$ cat src/hw/dac_mute_limiter_pkg.sv
// constants, register map and tables for the playback mute/limiter block
// assumes a 40 MHz pclk and samples arriving at the audio sample rate
// What this block does
// - filters and converter run only while converter enable (bit 0) is one
// - soft mute ramps gain to zero, release ramps back to programmed gain
// - samples carried at full 24-bit precision into the modulator path
// - output not inverted by default; polarity bit inverts it
// - auto mute mutes output after 1024 consecutive zero samples
// - a non-zero sample releases auto mute at once and restarts count
// - auto mute works only while bit 2 of converter control is one
// - boost zero: samples below upper threshold pass at unity gain
// - above upper threshold gain falls at attack rate until below
// - below lower threshold gain rises at decay rate back to 0dB
// - thresholds sit half a decibel above and below programmed level
// - level codes 000..100 give -1..-5dB, 101..111 give -6dB
// - boost adds 0..12dB in 1dB steps below threshold; above 12 reserved
// - with limiter off the boost is a fixed digital gain
// - limiter works only while bit 8 of limiter control one is one
// - decay time per 6dB doubles from 750us, codes 1011+ 1.536s, reset 0011
// - attack time per 6dB doubles from 94us, codes 1011+ 192ms, reset 0010
package dac_mute_limiter_pkg;
    // register indices; byte address is four times the index
    localparam logic [7:0] IDX_POWER_MGMT = 8'h03;
    localparam logic [7:0] IDX_CONV_CTRL  = 8'h0A;
    localparam logic [7:0] IDX_LIM_ONE    = 8'h18;
    localparam logic [7:0] IDX_LIM_TWO    = 8'h19;
    localparam int         REG_W          = 9;
    // field positions
    localparam int BIT_CONV_EN   = 0;
    localparam int BIT_POL_INV   = 0;
    localparam int BIT_AUTO_MUTE = 2;
    localparam int BIT_SOFT_MUTE = 6;
    localparam int BIT_LIM_EN    = 8;
    localparam int DCY_LSB       = 4;
    localparam int LVL_LSB       = 4;
    // reset values
    localparam logic [8:0] RST_POWER_MGMT = 9'h000;
    localparam logic [8:0] RST_CONV_CTRL  = 9'h000;
    localparam logic [8:0] RST_LIM_ONE    = 9'h032;
    localparam logic [8:0] RST_LIM_TWO    = 9'h000;
    // sample and gain formats
    localparam int SAMPLE_W   = 24;
    localparam int GAIN_W     = 16;   // gain in Q4.12, unity = 4096
    localparam int GAIN_FRAC  = 12;
    localparam logic [15:0] GAIN_UNITY = 16'h1000;
    localparam logic [15:0] MUTE_STEP  = 16'h0020; // soft mute step per sample
    localparam int ZERO_RUN   = 1024;
    localparam int RATE_CODE_MAX = 11;
    localparam logic [3:0] BOOST_MAX = 4'hC;
    // base shift: per-sample gain step = gain >> (shift + code)
    localparam int ATK_BASE_SHIFT = 2;  // 94us ~ 4 samples per 6dB
    localparam int DCY_BASE_SHIFT = 5;  // 750us ~ 33 samples per 6dB
    // boost 0..12dB in Q4.12
    localparam logic [15:0] BOOST_TAB [13] = '{
        16'h1000, 16'h11F6, 16'h1429, 16'h16A2, 16'h1967, 16'h1C82,
        16'h1FFB, 16'h23E0, 16'h283C, 16'h2D1E, 16'h3298, 16'h38BE,
        16'h3FA6};
    // upper/lower thresholds of |sample| for levels -1..-6dB (24-bit FS)
    localparam logic [22:0] THR_HI_TAB [6] = '{
        23'h76E51B, 23'h69D33D, 23'h5E2A8A, 23'h53C2EA, 23'h4A76E1,
        23'h422DFD};
    localparam logic [22:0] THR_LO_TAB [6] = '{
        23'h6A9F1C, 23'h5EFB75, 23'h548B26, 23'h4B3305, 23'h42DA4D,
        23'h3B6A1D};
endpackage

$ cat src/hw/dac_digital_mute_limiter.sv
// playback mute, polarity, auto mute, limiter and boost with APB registers
// assumes samples arrive one per sample period with valid/ready on pclk
module dac_digital_mute_limiter
    import dac_mute_limiter_pkg::*;
#(
    parameter int ZERO_RUN_LEN = ZERO_RUN
) (
    // apb
    input  wire logic                pclk,
    input  wire logic                presetn,
    input  wire logic                psel,
    input  wire logic                penable,
    input  wire logic                pwrite,
    input  wire logic [11:0]         paddr,
    input  wire logic [31:0]         pwdata,
    output logic [31:0]              prdata,
    output logic                     pready,
    output logic                     pslverr,
    // sample input from the audio interface
    input  wire logic                in_valid,
    output logic                     in_ready,
    input  wire logic [SAMPLE_W-1:0] in_sample,
    // sample output to the interpolator
    output logic                     out_valid,
    input  wire logic                out_ready,
    output logic [SAMPLE_W-1:0]      out_sample,
    // status
    output logic                     auto_muted,
    output logic                     converter_enable
);
    initial begin
        if (ZERO_RUN_LEN < 2 || ZERO_RUN_LEN > 65535)
            $error("zero run length out of range");
    end

    typedef struct packed {
        logic [8:0]          pwr;
        logic [8:0]          conv;
        logic [8:0]          lim1;
        logic [8:0]          lim2;
        logic [31:0]         rdata;
        logic [15:0]         zero_cnt;
        logic                auto_mute_enable;
        logic [15:0]         mute_gain;
        logic [15:0]         lim_gain;
        logic                pend;
        logic [SAMPLE_W-1:0] res;
    } st_s;
    st_s st_reg, st_next;

    logic        acc, wr_en, rd_en, mapped;
    logic [7:0]  idx;
    logic        cv_en, lim_en, pol_inv, soft_mute, am_en;
    logic [3:0]  dcy, atk, boost_c;
    logic [2:0]  lvl_c;
    logic [2:0]  lvl;
    logic [3:0]  boost;
    logic        take, give;
    logic signed [SAMPLE_W-1:0]   s_in;
    logic        [SAMPLE_W-2:0]   mag;
    logic signed [GAIN_W:0]       g_tot;
    logic signed [SAMPLE_W+GAIN_W:0] prod;
    logic signed [SAMPLE_W+GAIN_W:0] scaled;
    logic signed [SAMPLE_W-1:0]   sat;
    logic        [SAMPLE_W-1:0]   neg_sat;
    logic [15:0] g_eff, gm_eff, atk_step, dcy_step;
    logic [15:0] boost_gain;
    logic [3:0]  atk_code, dcy_code;
    logic [31:0] gprod;

    // register decode: printed offsets are indices, byte address = 4*idx
    assign idx    = paddr[9:2];
    assign acc    = psel && penable;
    assign mapped = (paddr[11:10] == 2'b00) && (paddr[1:0] == 2'b00) &&
                    (idx == IDX_POWER_MGMT || idx == IDX_CONV_CTRL ||
                     idx == IDX_LIM_ONE || idx == IDX_LIM_TWO);
    assign wr_en  = acc && pwrite && mapped;
    assign rd_en  = psel && !penable && !pwrite;
    assign pready = 1'b1;          // zero wait states
    assign pslverr = acc && !mapped;
    assign prdata = st_reg.rdata;

    // control fields
    assign cv_en     = st_reg.pwr[BIT_CONV_EN];
    assign soft_mute = st_reg.conv[BIT_SOFT_MUTE];
    assign am_en     = st_reg.conv[BIT_AUTO_MUTE];
    assign pol_inv   = st_reg.conv[BIT_POL_INV];
    assign lim_en    = st_reg.lim1[BIT_LIM_EN];
    assign dcy       = st_reg.lim1[DCY_LSB +: 4];
    assign atk       = st_reg.lim1[3:0];
    assign lvl_c     = st_reg.lim2[LVL_LSB +: 3];
    assign boost_c   = st_reg.lim2[3:0];
    // codes 101..111 fold to -6dB, reserved boost codes clamp to +12dB
    assign lvl   = (lvl_c > 3'd5) ? 3'd5 : lvl_c;
    assign boost = (boost_c > BOOST_MAX) ? BOOST_MAX : boost_c;
    assign boost_gain = BOOST_TAB[boost];
    assign converter_enable = cv_en;
    assign auto_muted = st_reg.auto_mute_enable;

    // input buffer so a stalled interpolator loses no sample
    logic              b_valid, b_ready;
    logic [SAMPLE_W-1:0] b_data;
    sample_skid_buffer #(.WIDTH(SAMPLE_W)) u_buf (
        .pclk      (pclk),
        .presetn   (presetn),
        .in_valid  (in_valid),
        .in_ready  (in_ready),
        .in_data   (in_sample),
        .out_valid (b_valid),
        .out_ready (b_ready),
        .out_data  (b_data)
    );

    // one result register; a disabled converter holds the path stalled
    assign b_ready   = cv_en && (!st_reg.pend || out_ready);
    assign take      = b_valid && b_ready;
    assign give      = st_reg.pend && out_ready;
    assign out_valid = st_reg.pend;
    assign out_sample = st_reg.res;

    // datapath: full 24-bit sample times combined gain, then saturate
    assign s_in = b_data;
    // limiter gain includes boost when enabled, else boost is fixed
    assign g_eff = lim_en ? st_reg.lim_gain : boost_gain;
    assign gprod = g_eff * st_reg.mute_gain;
    assign gm_eff = gprod[GAIN_FRAC +: 16];
    assign g_tot = {1'b0, gm_eff};
    assign prod  = s_in * g_tot;
    assign scaled = prod >>> GAIN_FRAC;
    always_comb begin
        if (scaled > (2**(SAMPLE_W-1)) - 1)
            sat = {1'b0, {(SAMPLE_W-1){1'b1}}};
        else if (scaled < -(2**(SAMPLE_W-1)))
            sat = {1'b1, {(SAMPLE_W-1){1'b0}}};
        else
            sat = scaled[SAMPLE_W-1:0];
    end
    // limiter level is measured after the gain, so a held loud input
    // settles inside the hysteresis band instead of driving gain to zero
    assign neg_sat = -sat;
    assign mag = !sat[SAMPLE_W-1] ? sat[SAMPLE_W-2:0] :
                 neg_sat[SAMPLE_W-1] ? {(SAMPLE_W-1){1'b1}} :
                 neg_sat[SAMPLE_W-2:0];

    // rate steps: each code doubles the time, codes 1011 and up share one
    assign atk_code = (atk > 4'(RATE_CODE_MAX)) ? 4'(RATE_CODE_MAX) : atk;
    assign dcy_code = (dcy > 4'(RATE_CODE_MAX)) ? 4'(RATE_CODE_MAX) : dcy;
    assign atk_step = st_reg.lim_gain >> (ATK_BASE_SHIFT + atk_code);
    assign dcy_step = st_reg.lim_gain >> (DCY_BASE_SHIFT + dcy_code);

    always_comb begin
        st_next = st_reg;
        // apb write in the access phase, read data latched in setup
        if (wr_en) begin
            case (idx)
                IDX_POWER_MGMT: st_next.pwr  = pwdata[REG_W-1:0];
                IDX_CONV_CTRL:  st_next.conv = pwdata[REG_W-1:0];
                IDX_LIM_ONE:    st_next.lim1 = pwdata[REG_W-1:0];
                IDX_LIM_TWO:    st_next.lim2 = pwdata[REG_W-1:0];
                default:        st_next.pwr  = st_reg.pwr;
            endcase
        end
        if (rd_en) begin
            case (idx)
                IDX_POWER_MGMT: st_next.rdata = {23'h0, st_reg.pwr};
                IDX_CONV_CTRL:  st_next.rdata = {23'h0, st_reg.conv};
                IDX_LIM_ONE:    st_next.rdata = {23'h0, st_reg.lim1};
                IDX_LIM_TWO:    st_next.rdata = {23'h0, st_reg.lim2};
                default:        st_next.rdata = 32'h0;
            endcase
            if (paddr[11:10] != 2'b00) st_next.rdata = 32'h0;
        end
        if (give) st_next.pend = 1'b0;
        if (take) begin
            st_next.pend = 1'b1;
            // auto mute counts zeros; a non-zero sample releases at once
            if (s_in != '0 || !am_en) begin
                st_next.zero_cnt = '0;
                st_next.auto_mute_enable    = 1'b0;
            end else if (st_reg.zero_cnt < 16'(ZERO_RUN_LEN - 1)) begin
                st_next.zero_cnt = st_reg.zero_cnt + 16'd1;
            end else begin
                st_next.auto_mute_enable = 1'b1;
            end
            // soft mute ramp, one step per sample, clamped
            if (soft_mute)
                st_next.mute_gain = (st_reg.mute_gain > MUTE_STEP) ?
                    st_reg.mute_gain - MUTE_STEP : 16'h0;
            else
                st_next.mute_gain = (st_reg.mute_gain <
                    GAIN_UNITY - MUTE_STEP) ?
                    st_reg.mute_gain + MUTE_STEP : GAIN_UNITY;
            // limiter gain tracking with one decibel of hysteresis
            if (mag > THR_HI_TAB[lvl] && st_reg.lim_gain > atk_step) begin
                st_next.lim_gain = st_reg.lim_gain - atk_step;
            end else if (mag < THR_LO_TAB[lvl]) begin
                st_next.lim_gain = (st_reg.lim_gain + dcy_step + 16'd1 <
                    boost_gain) ? st_reg.lim_gain + dcy_step + 16'd1 :
                    boost_gain;
            end
            if (!lim_en) st_next.lim_gain = boost_gain;
            // output: muted, polarity applied on the saturated value
            if (st_reg.auto_mute_enable && am_en && s_in == '0)
                st_next.res = '0;
            else if (pol_inv)
                st_next.res = (sat == {1'b1, {(SAMPLE_W-1){1'b0}}}) ?
                    {1'b0, {(SAMPLE_W-1){1'b1}}} : -sat;
            else
                st_next.res = sat;
        end
    end

    always_ff @(posedge pclk or negedge presetn) begin
        if (!presetn) begin
            st_reg           <= '0;
            st_reg.pwr       <= RST_POWER_MGMT;
            st_reg.conv      <= RST_CONV_CTRL;
            st_reg.lim1      <= RST_LIM_ONE;
            st_reg.lim2      <= RST_LIM_TWO;
            st_reg.mute_gain <= GAIN_UNITY;
            st_reg.lim_gain  <= GAIN_UNITY;
        end else begin
            st_reg <= st_next;
        end
    end

    // no sample is taken from the buffer while the converter is disabled
    conv_gate_a: assert property (@(posedge pclk) disable iff (!presetn)
        !cv_en |-> !take) else $error("sample taken while disabled");
    // held soft mute drives gain down monotonically
    mute_ramp_a: assert property (@(posedge pclk) disable iff (!presetn)
        (take && soft_mute) |=> st_reg.mute_gain <= $past(st_reg.mute_gain))
        else $error("soft mute gain rose");
    // ramp step bounded per sample
    ramp_step_a: assert property (@(posedge pclk) disable iff (!presetn)
        take |=> (st_reg.mute_gain - $past(st_reg.mute_gain) <= MUTE_STEP ||
                  $past(st_reg.mute_gain) - st_reg.mute_gain <= MUTE_STEP))
        else $error("soft mute jump");
    // non-zero sample clears auto mute next cycle
    auto_mute_enable_rel_a: assert property (@(posedge pclk) disable iff (!presetn)
        (take && s_in != '0) |=> !st_reg.auto_mute_enable && st_reg.zero_cnt == 0)
        else $error("auto mute not released");
    // auto mute only with enable
    auto_mute_enable_en_a: assert property (@(posedge pclk) disable iff (!presetn)
        (take && !am_en) |=> !st_reg.auto_mute_enable)
        else $error("auto mute while disabled");
    // zero run reaching its length mutes
    auto_mute_enable_set_a: assert property (@(posedge pclk) disable iff (!presetn)
        (take && am_en && s_in == '0 &&
         st_reg.zero_cnt == 16'(ZERO_RUN_LEN - 1)) |=> st_reg.auto_mute_enable)
        else $error("auto mute missed");
    // limiter off means fixed boost gain
    boost_fix_a: assert property (@(posedge pclk) disable iff (!presetn)
        (take && !lim_en) |=> st_reg.lim_gain == $past(boost_gain))
        else $error("boost gain not fixed");
    // above upper threshold gain never rises
    atk_fall_a: assert property (@(posedge pclk) disable iff (!presetn)
        (take && lim_en && mag > THR_HI_TAB[lvl]) |=>
        st_reg.lim_gain <= $past(st_reg.lim_gain))
        else $error("gain rose above threshold");
    // below lower threshold, limiter gain rises no higher than boost ceiling
    gain_cap_a: assert property (@(posedge pclk) disable iff (!presetn)
        (take && lim_en && mag < THR_LO_TAB[lvl]) |=>
        st_reg.lim_gain <= $past(boost_gain))
        else $error("gain over ceiling");
endmodule

$ cat src/hw/sample_skid_buffer.sv
// two-entry valid/ready buffer for samples
// assumes producer and consumer on pclk
module sample_skid_buffer #(
    parameter int WIDTH = 24
) (
    // clock and reset
    input  wire logic             pclk,
    input  wire logic             presetn,
    // fill side
    input  wire logic             in_valid,
    output logic                  in_ready,
    input  wire logic [WIDTH-1:0] in_data,
    // drain side
    output logic                  out_valid,
    input  wire logic             out_ready,
    output logic [WIDTH-1:0]      out_data
);
    initial begin
        if (WIDTH < 1) $error("width too small");
    end
    typedef struct packed {
        logic [1:0][WIDTH-1:0] mem;
        logic [1:0]            count;
        logic                  rd;
        logic                  wr;
    } st_s;
    st_s st_reg, st_next;
    logic push, pop;
    assign in_ready  = st_reg.count != 2'd2;
    assign out_valid = st_reg.count != 2'd0;
    assign out_data  = st_reg.mem[st_reg.rd];
    assign push = in_valid && in_ready;
    assign pop  = out_valid && out_ready;
    // pointer storage; count moves only on unbalanced push/pop
    always_comb begin
        st_next = st_reg;
        if (push) begin
            st_next.mem[st_reg.wr] = in_data;
            st_next.wr = ~st_reg.wr;
        end
        if (pop) st_next.rd = ~st_reg.rd;
        if (push && !pop) st_next.count = st_reg.count + 2'd1;
        if (pop && !push) st_next.count = st_reg.count - 2'd1;
    end
    always_ff @(posedge pclk or negedge presetn) begin
        if (!presetn) st_reg <= '0;
        else st_reg <= st_next;
    end
endmodule

$ cat config.mk
export PLATFORM = sky130hd
export DESIGN_NAME = dac_digital_mute_limiter
export DESIGN_NICKNAME = d
export VERILOG_FILES = /design/src/hw/dac_mute_limiter_pkg.sv /design/src/hw/dac_digital_mute_limiter.sv /design/src/hw/sample_skid_buffer.sv
export SDC_FILE = /design/constraint.sdc
export NUM_CORES = 2
export LEC_CHECK = 0
export ABC_AREA = 1
export BUFFER_PORTS_ARGS = -buffer_cell sky130_fd_sc_hd__buf_2
export CAP_MARGIN = 30
export CELL_PAD_IN_SITES_DETAIL_PLACEMENT = 1
export CELL_PAD_IN_SITES_GLOBAL_PLACEMENT = 2
export CORE_AREA = 4 4 345 347
export CTS_BUF_LIST = sky130_fd_sc_hd__clkbuf_4 sky130_fd_sc_hd__clkbuf_8
export CTS_CLUSTER_DIAMETER = 30
export DETAILED_ROUTE_END_ITERATION = 10
export DIE_AREA = 0 0 349 351
export PLACE_DENSITY_LB_ADDON = 0.15
export SYNTH_ARGS = -nofsm -noshare
export SYNTH_HDL_FRONTEND = slang
export SYNTH_SLANG_ARGS = --single-unit
export TNS_END_PERCENT = 100
$ cat constraint.sdc
create_clock -name pclk -period 25.3 [get_ports pclk]
set_input_delay 5.06 -clock pclk [delete_from_list [all_inputs] [get_ports pclk]]
set_output_delay 5.06 -clock pclk [all_outputs]
set_load 0.03 [all_outputs]
# [Word-level counts from Yosys, hierarchy flattened]
# Memory sizes are Yosys's and may differ from the RTL's.
# Cells that the tools add are included.
[classes] add_sub_neg=12 multipliers=2 n_lt_le_gt_ge=18 n_eq_ne=8 n_shift=2 n_mux=39 bitwise=4 reduce_logical=46
[op_table] operator="24-bit two-way mux" n=8
[op_table] operator="16-bit two-way mux" n=11
[op_table] operator="23-bit two-way mux" n=6
[op_table] operator="48-bit bitwise mux" n=1
[op_table] operator="24-bit negator" n=2
[op_table] operator="24-bit by 17-bit multiplier with 41-bit output" n=1
[op_table] operator="9-bit one-hot mux with 4 select lines" n=1
[op_table] operator="16-bit by 1-bit adder with 16-bit output (second input constant)" n=2
[op_table] operator="32-bit two-way mux" n=1
[op_table] operator="16-bit by 5-bit right shift with 16-bit output" n=2
[op_table] operator="29-bit by 24-bit > comparator with 1-bit output (second input constant)" n=1
[op_table] operator="29-bit by 24-bit less-than comparator with 1-bit output (second input constant)" n=1
[op_table] operator="16-bit by 16-bit multiplier with 28-bit output" n=1
[op_table] operator="25-bit two-way mux" n=1
[op_table] operator="24-bit demux with 1-bit select" n=1
[op_table] operator="24-bit == test (second input constant)" n=1
[op_table] operator="24-bit zero test" n=1
[op_table] operator="24-bit nonzero test" n=1
[op_table] operator="23-bit > comparator" n=1
[op_table] operator="23-bit less-than comparator" n=1
[op_table] operator="1-bit logical AND" n=18
[op_table] operator="17-bit two-way mux" n=1
[op_table] operator="16-bit adder" n=1
[op_table] operator="16-bit by 6-bit adder with 16-bit output (second input constant)" n=1
[op_table] operator="34 further kinds" n=65
[totals] regBits=194 romBits=624 in_bits=75 output_inout_bits=62 memories=3
[memory_table] memory="(name not given)" words=16 width=16 rd=1 rd_ports_with_merged_regs=0 write_ports=0 line_no="dac_digital_mute_limiter.sv:96" source="assign boost_gain = BOOST_TAB[boost];"
[memory_table] memory="(name not given)" words=8 width=23 rd=1 rd_ports_with_merged_regs=0 write_ports=0 line_no="dac_digital_mute_limiter.sv:196" source="end else if (mag < THR_LO_TAB[lvl]) begin"
[memory_table] memory="(name not given)" words=8 width=23 rd=1 rd_ports_with_merged_regs=0 write_ports=0 line_no="dac_digital_mute_limiter.sv:194" source="if (mag > THR_HI_TAB[lvl] && st_reg.lim_gain > atk_step) begin"

# [Depth between registers and ports, before layout]
[logic_depth] ltp_word=19 mapped_depth=103

# [Cells and area by module]
# Synthesis repeated with hierarchy kept, for this count alone.
[unflattened] cells_unflattened=4661 hier_area_um2=35176.2
[by_module_without_submodules] mod="dac_digital_mute_limiter" n_inst=1 cells_each=4342 area_each_um2=32638.8
[by_module_without_submodules] mod="sample_skid_buffer" n_inst=1 cells_each=319 area_each_um2=2537.4

# [Worst setup path after synthesis]
# OpenSTA, ideal clock, no wires.
[synth_timing] path_kind="reg2reg" start="register st_reg (netlist bit boost_c[3])" end="register st_reg[36] in the netlist's numbering" setup_ns=0.117 arrival_ns=15.824 required_time_ns=25.183 setup_slack_ns=9.359 path_stages_with_launch=88 n_path_buf=4 period_less_slack_ns=15.941 cell_sequence="dfrtp_1 -> clkbuf_1 -> nand2_1 -> inv_1 -> nor2_1 -> inv_1 -> ha_1 -> inv_1 -> nor2_1 -> o22ai_1 -> or2_2 -> o21ai_0 -> inv_1 -> nor2_1 -> fa_1 -> inv_1 -> fa_1 -> inv_1 -> (+52 left out) -> a22oi_1 -> ha_1 -> nand4_1 -> nor3_1 -> o21ai_0 -> a31oi_1 -> o21ai_0 -> nand2_1 -> a21oi_1 -> a211oi_1 -> nand2_4 -> nand2_4 -> inv_2 -> nand2_4 -> nand2_4 -> buf_6 -> nand2_1 -> nand2_1"
[synth_via] elab_chain_cells=19
[synth_lines] item="start, declared" line_no="dac_digital_mute_limiter.sv:49" source="st_s st_reg, st_next;"
[synth_lines] item="start signal, assigned" line_no="dac_digital_mute_limiter.sv:223" source="st_reg <= st_next;"
[synth_lines] item="4-bit > comparator" line_no="dac_digital_mute_limiter.sv:95" source="assign boost = (boost_c > BOOST_MAX) ? BOOST_MAX : boost_c;"
[synth_lines] item="4-bit two-way mux (*)" line_no="dac_digital_mute_limiter.sv:95"
[synth_lines] item="4-bit NOT with 5-bit output (implied by the code) (*)" line_no="dac_digital_mute_limiter.sv:96"
[synth_lines] item="memory read 16 x 16 bit (*)"
[synth_lines] item="16-bit two-way mux (implied by the code) (*) (2 in series)" line_no="dac_digital_mute_limiter.sv:96"
[synth_lines] item="16-bit two-way mux" line_no="dac_digital_mute_limiter.sv:124" source="assign g_eff = lim_en ? st_reg.lim_gain : boost_gain;"
[synth_lines] item="16-bit by 16-bit multiplier with 28-bit output" line_no="dac_digital_mute_limiter.sv:125" source="assign gprod = g_eff * st_reg.mute_gain;"
[synth_lines] item="24-bit by 17-bit multiplier with 41-bit output" line_no="dac_digital_mute_limiter.sv:128" source="assign prod = s_in * g_tot;"
[synth_lines] item="(+2 left out)"
[synth_lines] item="24-bit two-way mux" line_no="dac_digital_mute_limiter.sv:131" source="if (scaled > (2**(SAMPLE_W-1)) - 1)"
[synth_lines] item="24-bit negator" line_no="dac_digital_mute_limiter.sv:140" source="assign neg_sat = -sat;"
[synth_lines] item="23-bit two-way mux" line_no="dac_digital_mute_limiter.sv:142" source="neg_sat[SAMPLE_W-1] ? {(SAMPLE_W-1){1'b1}} :"
[synth_lines] item="23-bit two-way mux" line_no="dac_digital_mute_limiter.sv:141" source="assign mag = !sat[SAMPLE_W-1] ? sat[SAMPLE_W-2:0] :"
[synth_lines] item="23-bit > comparator" line_no="dac_digital_mute_limiter.sv:194"
[synth_lines] item="1-bit logical AND" line_no="dac_digital_mute_limiter.sv:194"
[synth_lines] item="3-bit by 1-bit != test with 1-bit output (no line) or 16-bit two-way mux (tied branches)"
[synth_lines] item="2-bit AND reduction (no line) or 16-bit two-way mux (tied branches)"
# Every way passes the cells marked *; elsewhere a longest branch is shown, timed or not. The select of a mux whose other input is x is not followed.
# A chain may end at the register's enable or synchronous reset.

# [Final worst setup path]
[layout_timing] start="register st_reg (netlist bit boost_c[3])" end="register st_reg[38] in the netlist's numbering"
# Same word-level chain as after synthesis.

==> out/qor.txt <==
post-DP HPWL - 99400 um
Tightest Hold Check Type - reg2reg
post-synthesis sequential area ratio - 0.120
status - complete, no violations
Tot GR Track Use - 0.199
# Max-Cap Violations - 0
fillcell total - 14307
clock latency on the worst-skew pair - 0.59 ns
via count - 28743
final period utilization - 0.823
actual slew at the worst max-slew pin - 0.996 ns
Setup Skew - 0.0363 ns
RSZ-0062 raised after global routing - false
Yosys reg bits - 166
Post-CTS Setup Repair Bufs - 0
initial antenna violation count - 7
number of flops mapped to enable cells by yosys - 0
Port-buffer cells - 89
Syn. warnings - 0
drt total wl - 118000 um
post-synth cell types - 60
Die Wd - 349 um
first-pass GRT wire length - 186000 um
clock transition at the registers of the reported paths - 0.10 ns
CTS buffer count - 17
Setup crit start kind - register
setup_tns - 0 ns
Arr. time, crit path - 21.28 ns
Max clock buf depth - 2
most frequent cell after synthesis - inv_1
CP max-delay cell - fa_1
CTS resizes - 0
Final nets - 5532
Synth area leaders - fa_1 (33%), dfrtp_1 (12%), inv_1 (12%), nand2_1 (11%), ha_1 (9.8%)
Max Freq - 0.0480 GHz
r2r setup slk - 4.48 ns
layout cells sized above 1 - 0.0660
final number of max-transition violations - 0
die height - 351 um
initial cell density of the core - 0.298
Iter 0 DRT Violations - 1333
# DRC - 0
area growth from synthesis to layout - 8.18%
Main synth FF type - dfrtp_1
crit path kind - reg2reg
Avg Inst Size Synth - 7.61 um2
worst-path fanout max - 27
worst slack at placement - 4.43 ns
CTS tree - yes
Mapped Cells - 4538
cts hold-fix bufs - 0
hold_ws - 0.478 ns
fraction of registers with async set/reset - 1.00
pin count of the biggest net entering global routing - 62
row cnt - 125
Root Driver - clkbuf_8
post-layout util - 0.323
# IOs - 137
1st-pass router iterations - 4
WL per Instance - 19.2 um
H-tree depth - 4
core region area - 116000 um2
vias per inst - 4.66
leading area contributor after synthesis - fa_1
Critical Path Max Stage Delay - 0.73 ns
final setup fails - 0
worst setup margin - 4.48 ns
Mapped Area - 34600 um2
crit-path most repeated cell - nand2_1
routability-driven placement congestion ratio - 0.854
top cells by count, synth - inv_1 (1061), nand2_1 (967), fa_1 (565)
GRT overflow - 0
CP Capture Type - register
Largest register FFs - 59
vias in the first global route - 31087
Final ANT Viol Nets - 0
worst endpoint required time - 25.76 ns
Sink Count - 166
die area - 122000 um2
minimum clock period - 20.82 ns
relative slew slack - 0.335
top cell type's share of synthesized area - 0.327
final hold vios - 0
[cell usage in the layout (no fill, tap or decap), types with 5 or more instances in the layout]
master / n
xnor2_1: 28
clkinv_1: 12
a21oi_1: 124
a221oi_1: 19
nor4_1: 13
clkbuf_8: 22
o21bai_1: 11
nand2_1: 966
dfstp_2: 5
o221ai_1: 7
a32o_1: 14
nor2_2: 7
nor2_1: 365
ha_1: 270
or2_2: 80
conb_1: 101
a31oi_1: 12
o21ai_1: 21
a21o_1: 9
nand3_1: 145
nand4_1: 29
buf_2: 88
fa_1: 565
o211ai_1: 10
o21ai_0: 219
a22oi_1: 13
nor3_1: 28
o22ai_1: 21
inv_2: 11
xor2_1: 66
buf_4: 58
dfrtp_1: 161
a211oi_1: 9
inv_1: 1061
[layout make-up]
type                       count  area, um2  share of cell area
clock inverter                10        121             0.00325
clock buffer                  21        289             0.00773
tap                         1524       1910              0.0510
sequential                   166       4160               0.111
timing repair buffer         154       1030              0.0277
antenna                        4       10.0            0.000268
multi-input combinational   3199      25800               0.690
inverter                    1084       4070               0.109
[kinds of logic (layout without fill, tap and decap cells)]
| logic type | Yosys count | count (layout) | synth area share |
|---|---|---|---|
| XOR/XNOR | 96 | 96 | 0.0243 |
| buffers and inverters | 1272 | 1269 | 0.145 |
| AND/OR/NAND/NOR | 1657 | 1657 | 0.198 |
| other | 2 | 105 | 0.000217 |
| multiplexers | 3 | 3 | 0.000869 |
| adder cells (fa/ha/maj) | 835 | 835 | 0.425 |
| flip-flops | 166 | 166 | 0.120 |
| AO/OA/AOI/OAI | 507 | 507 | 0.0856 |
[layer usage]
metal  share of wire  global-route usage
met1            0.47               0.274
met2            0.47               0.330
met3           0.029              0.0230
met4           0.030              0.0567
met5               0                   0
[worst paths after layout]
path,from,end,cells past startpoint
worst min register to register,out_sample[21]$_DFFE_PN0P_,out_sample[21]$_DFFE_PN0P_,2
worst max register to register,boost_c[3]$_DFFE_PN0P_,st_reg[38]$_DFFE_PN0P_,86
worst min-delay path,out_sample[21]$_DFFE_PN0P_,out_sample[21]$_DFFE_PN0P_,2
min in group asynchronous,presetn,st_reg[27]$_DFFE_PN0P_,1
max in group asynchronous,presetn,u_buf.st_reg[0]$_DFFE_PN0P_,3
worst max-delay path,boost_c[3]$_DFFE_PN0P_,st_reg[38]$_DFFE_PN0P_,86
[per-stage QoR]
step / area [um2] / std cells
2_1_floorplan: 34900 / 4637
3_3_place_gp: 36800 / 6120
3_5_place_dp: 37000 / 6127
4_1_cts: 37400 / 6158
5_1_grt: 37400 / 6161
6_report: 37400 / 6162
[critical path: cells and delay by family (launching register included)]
kind	cells	cell delay, ns
adder cells (fa/ha/maj)	17	7.64
AND/OR/NAND/NOR	32	5.20
AO/OA/AOI/OAI	17	4.46
buffers and inverters	19	2.58
flip-flops	1	0.50
XOR/XNOR	1	0.22
Power is left out: the tool's default activity adds up to more than one toggle a clock period on the data nets, which glitch-free logic cannot reach.
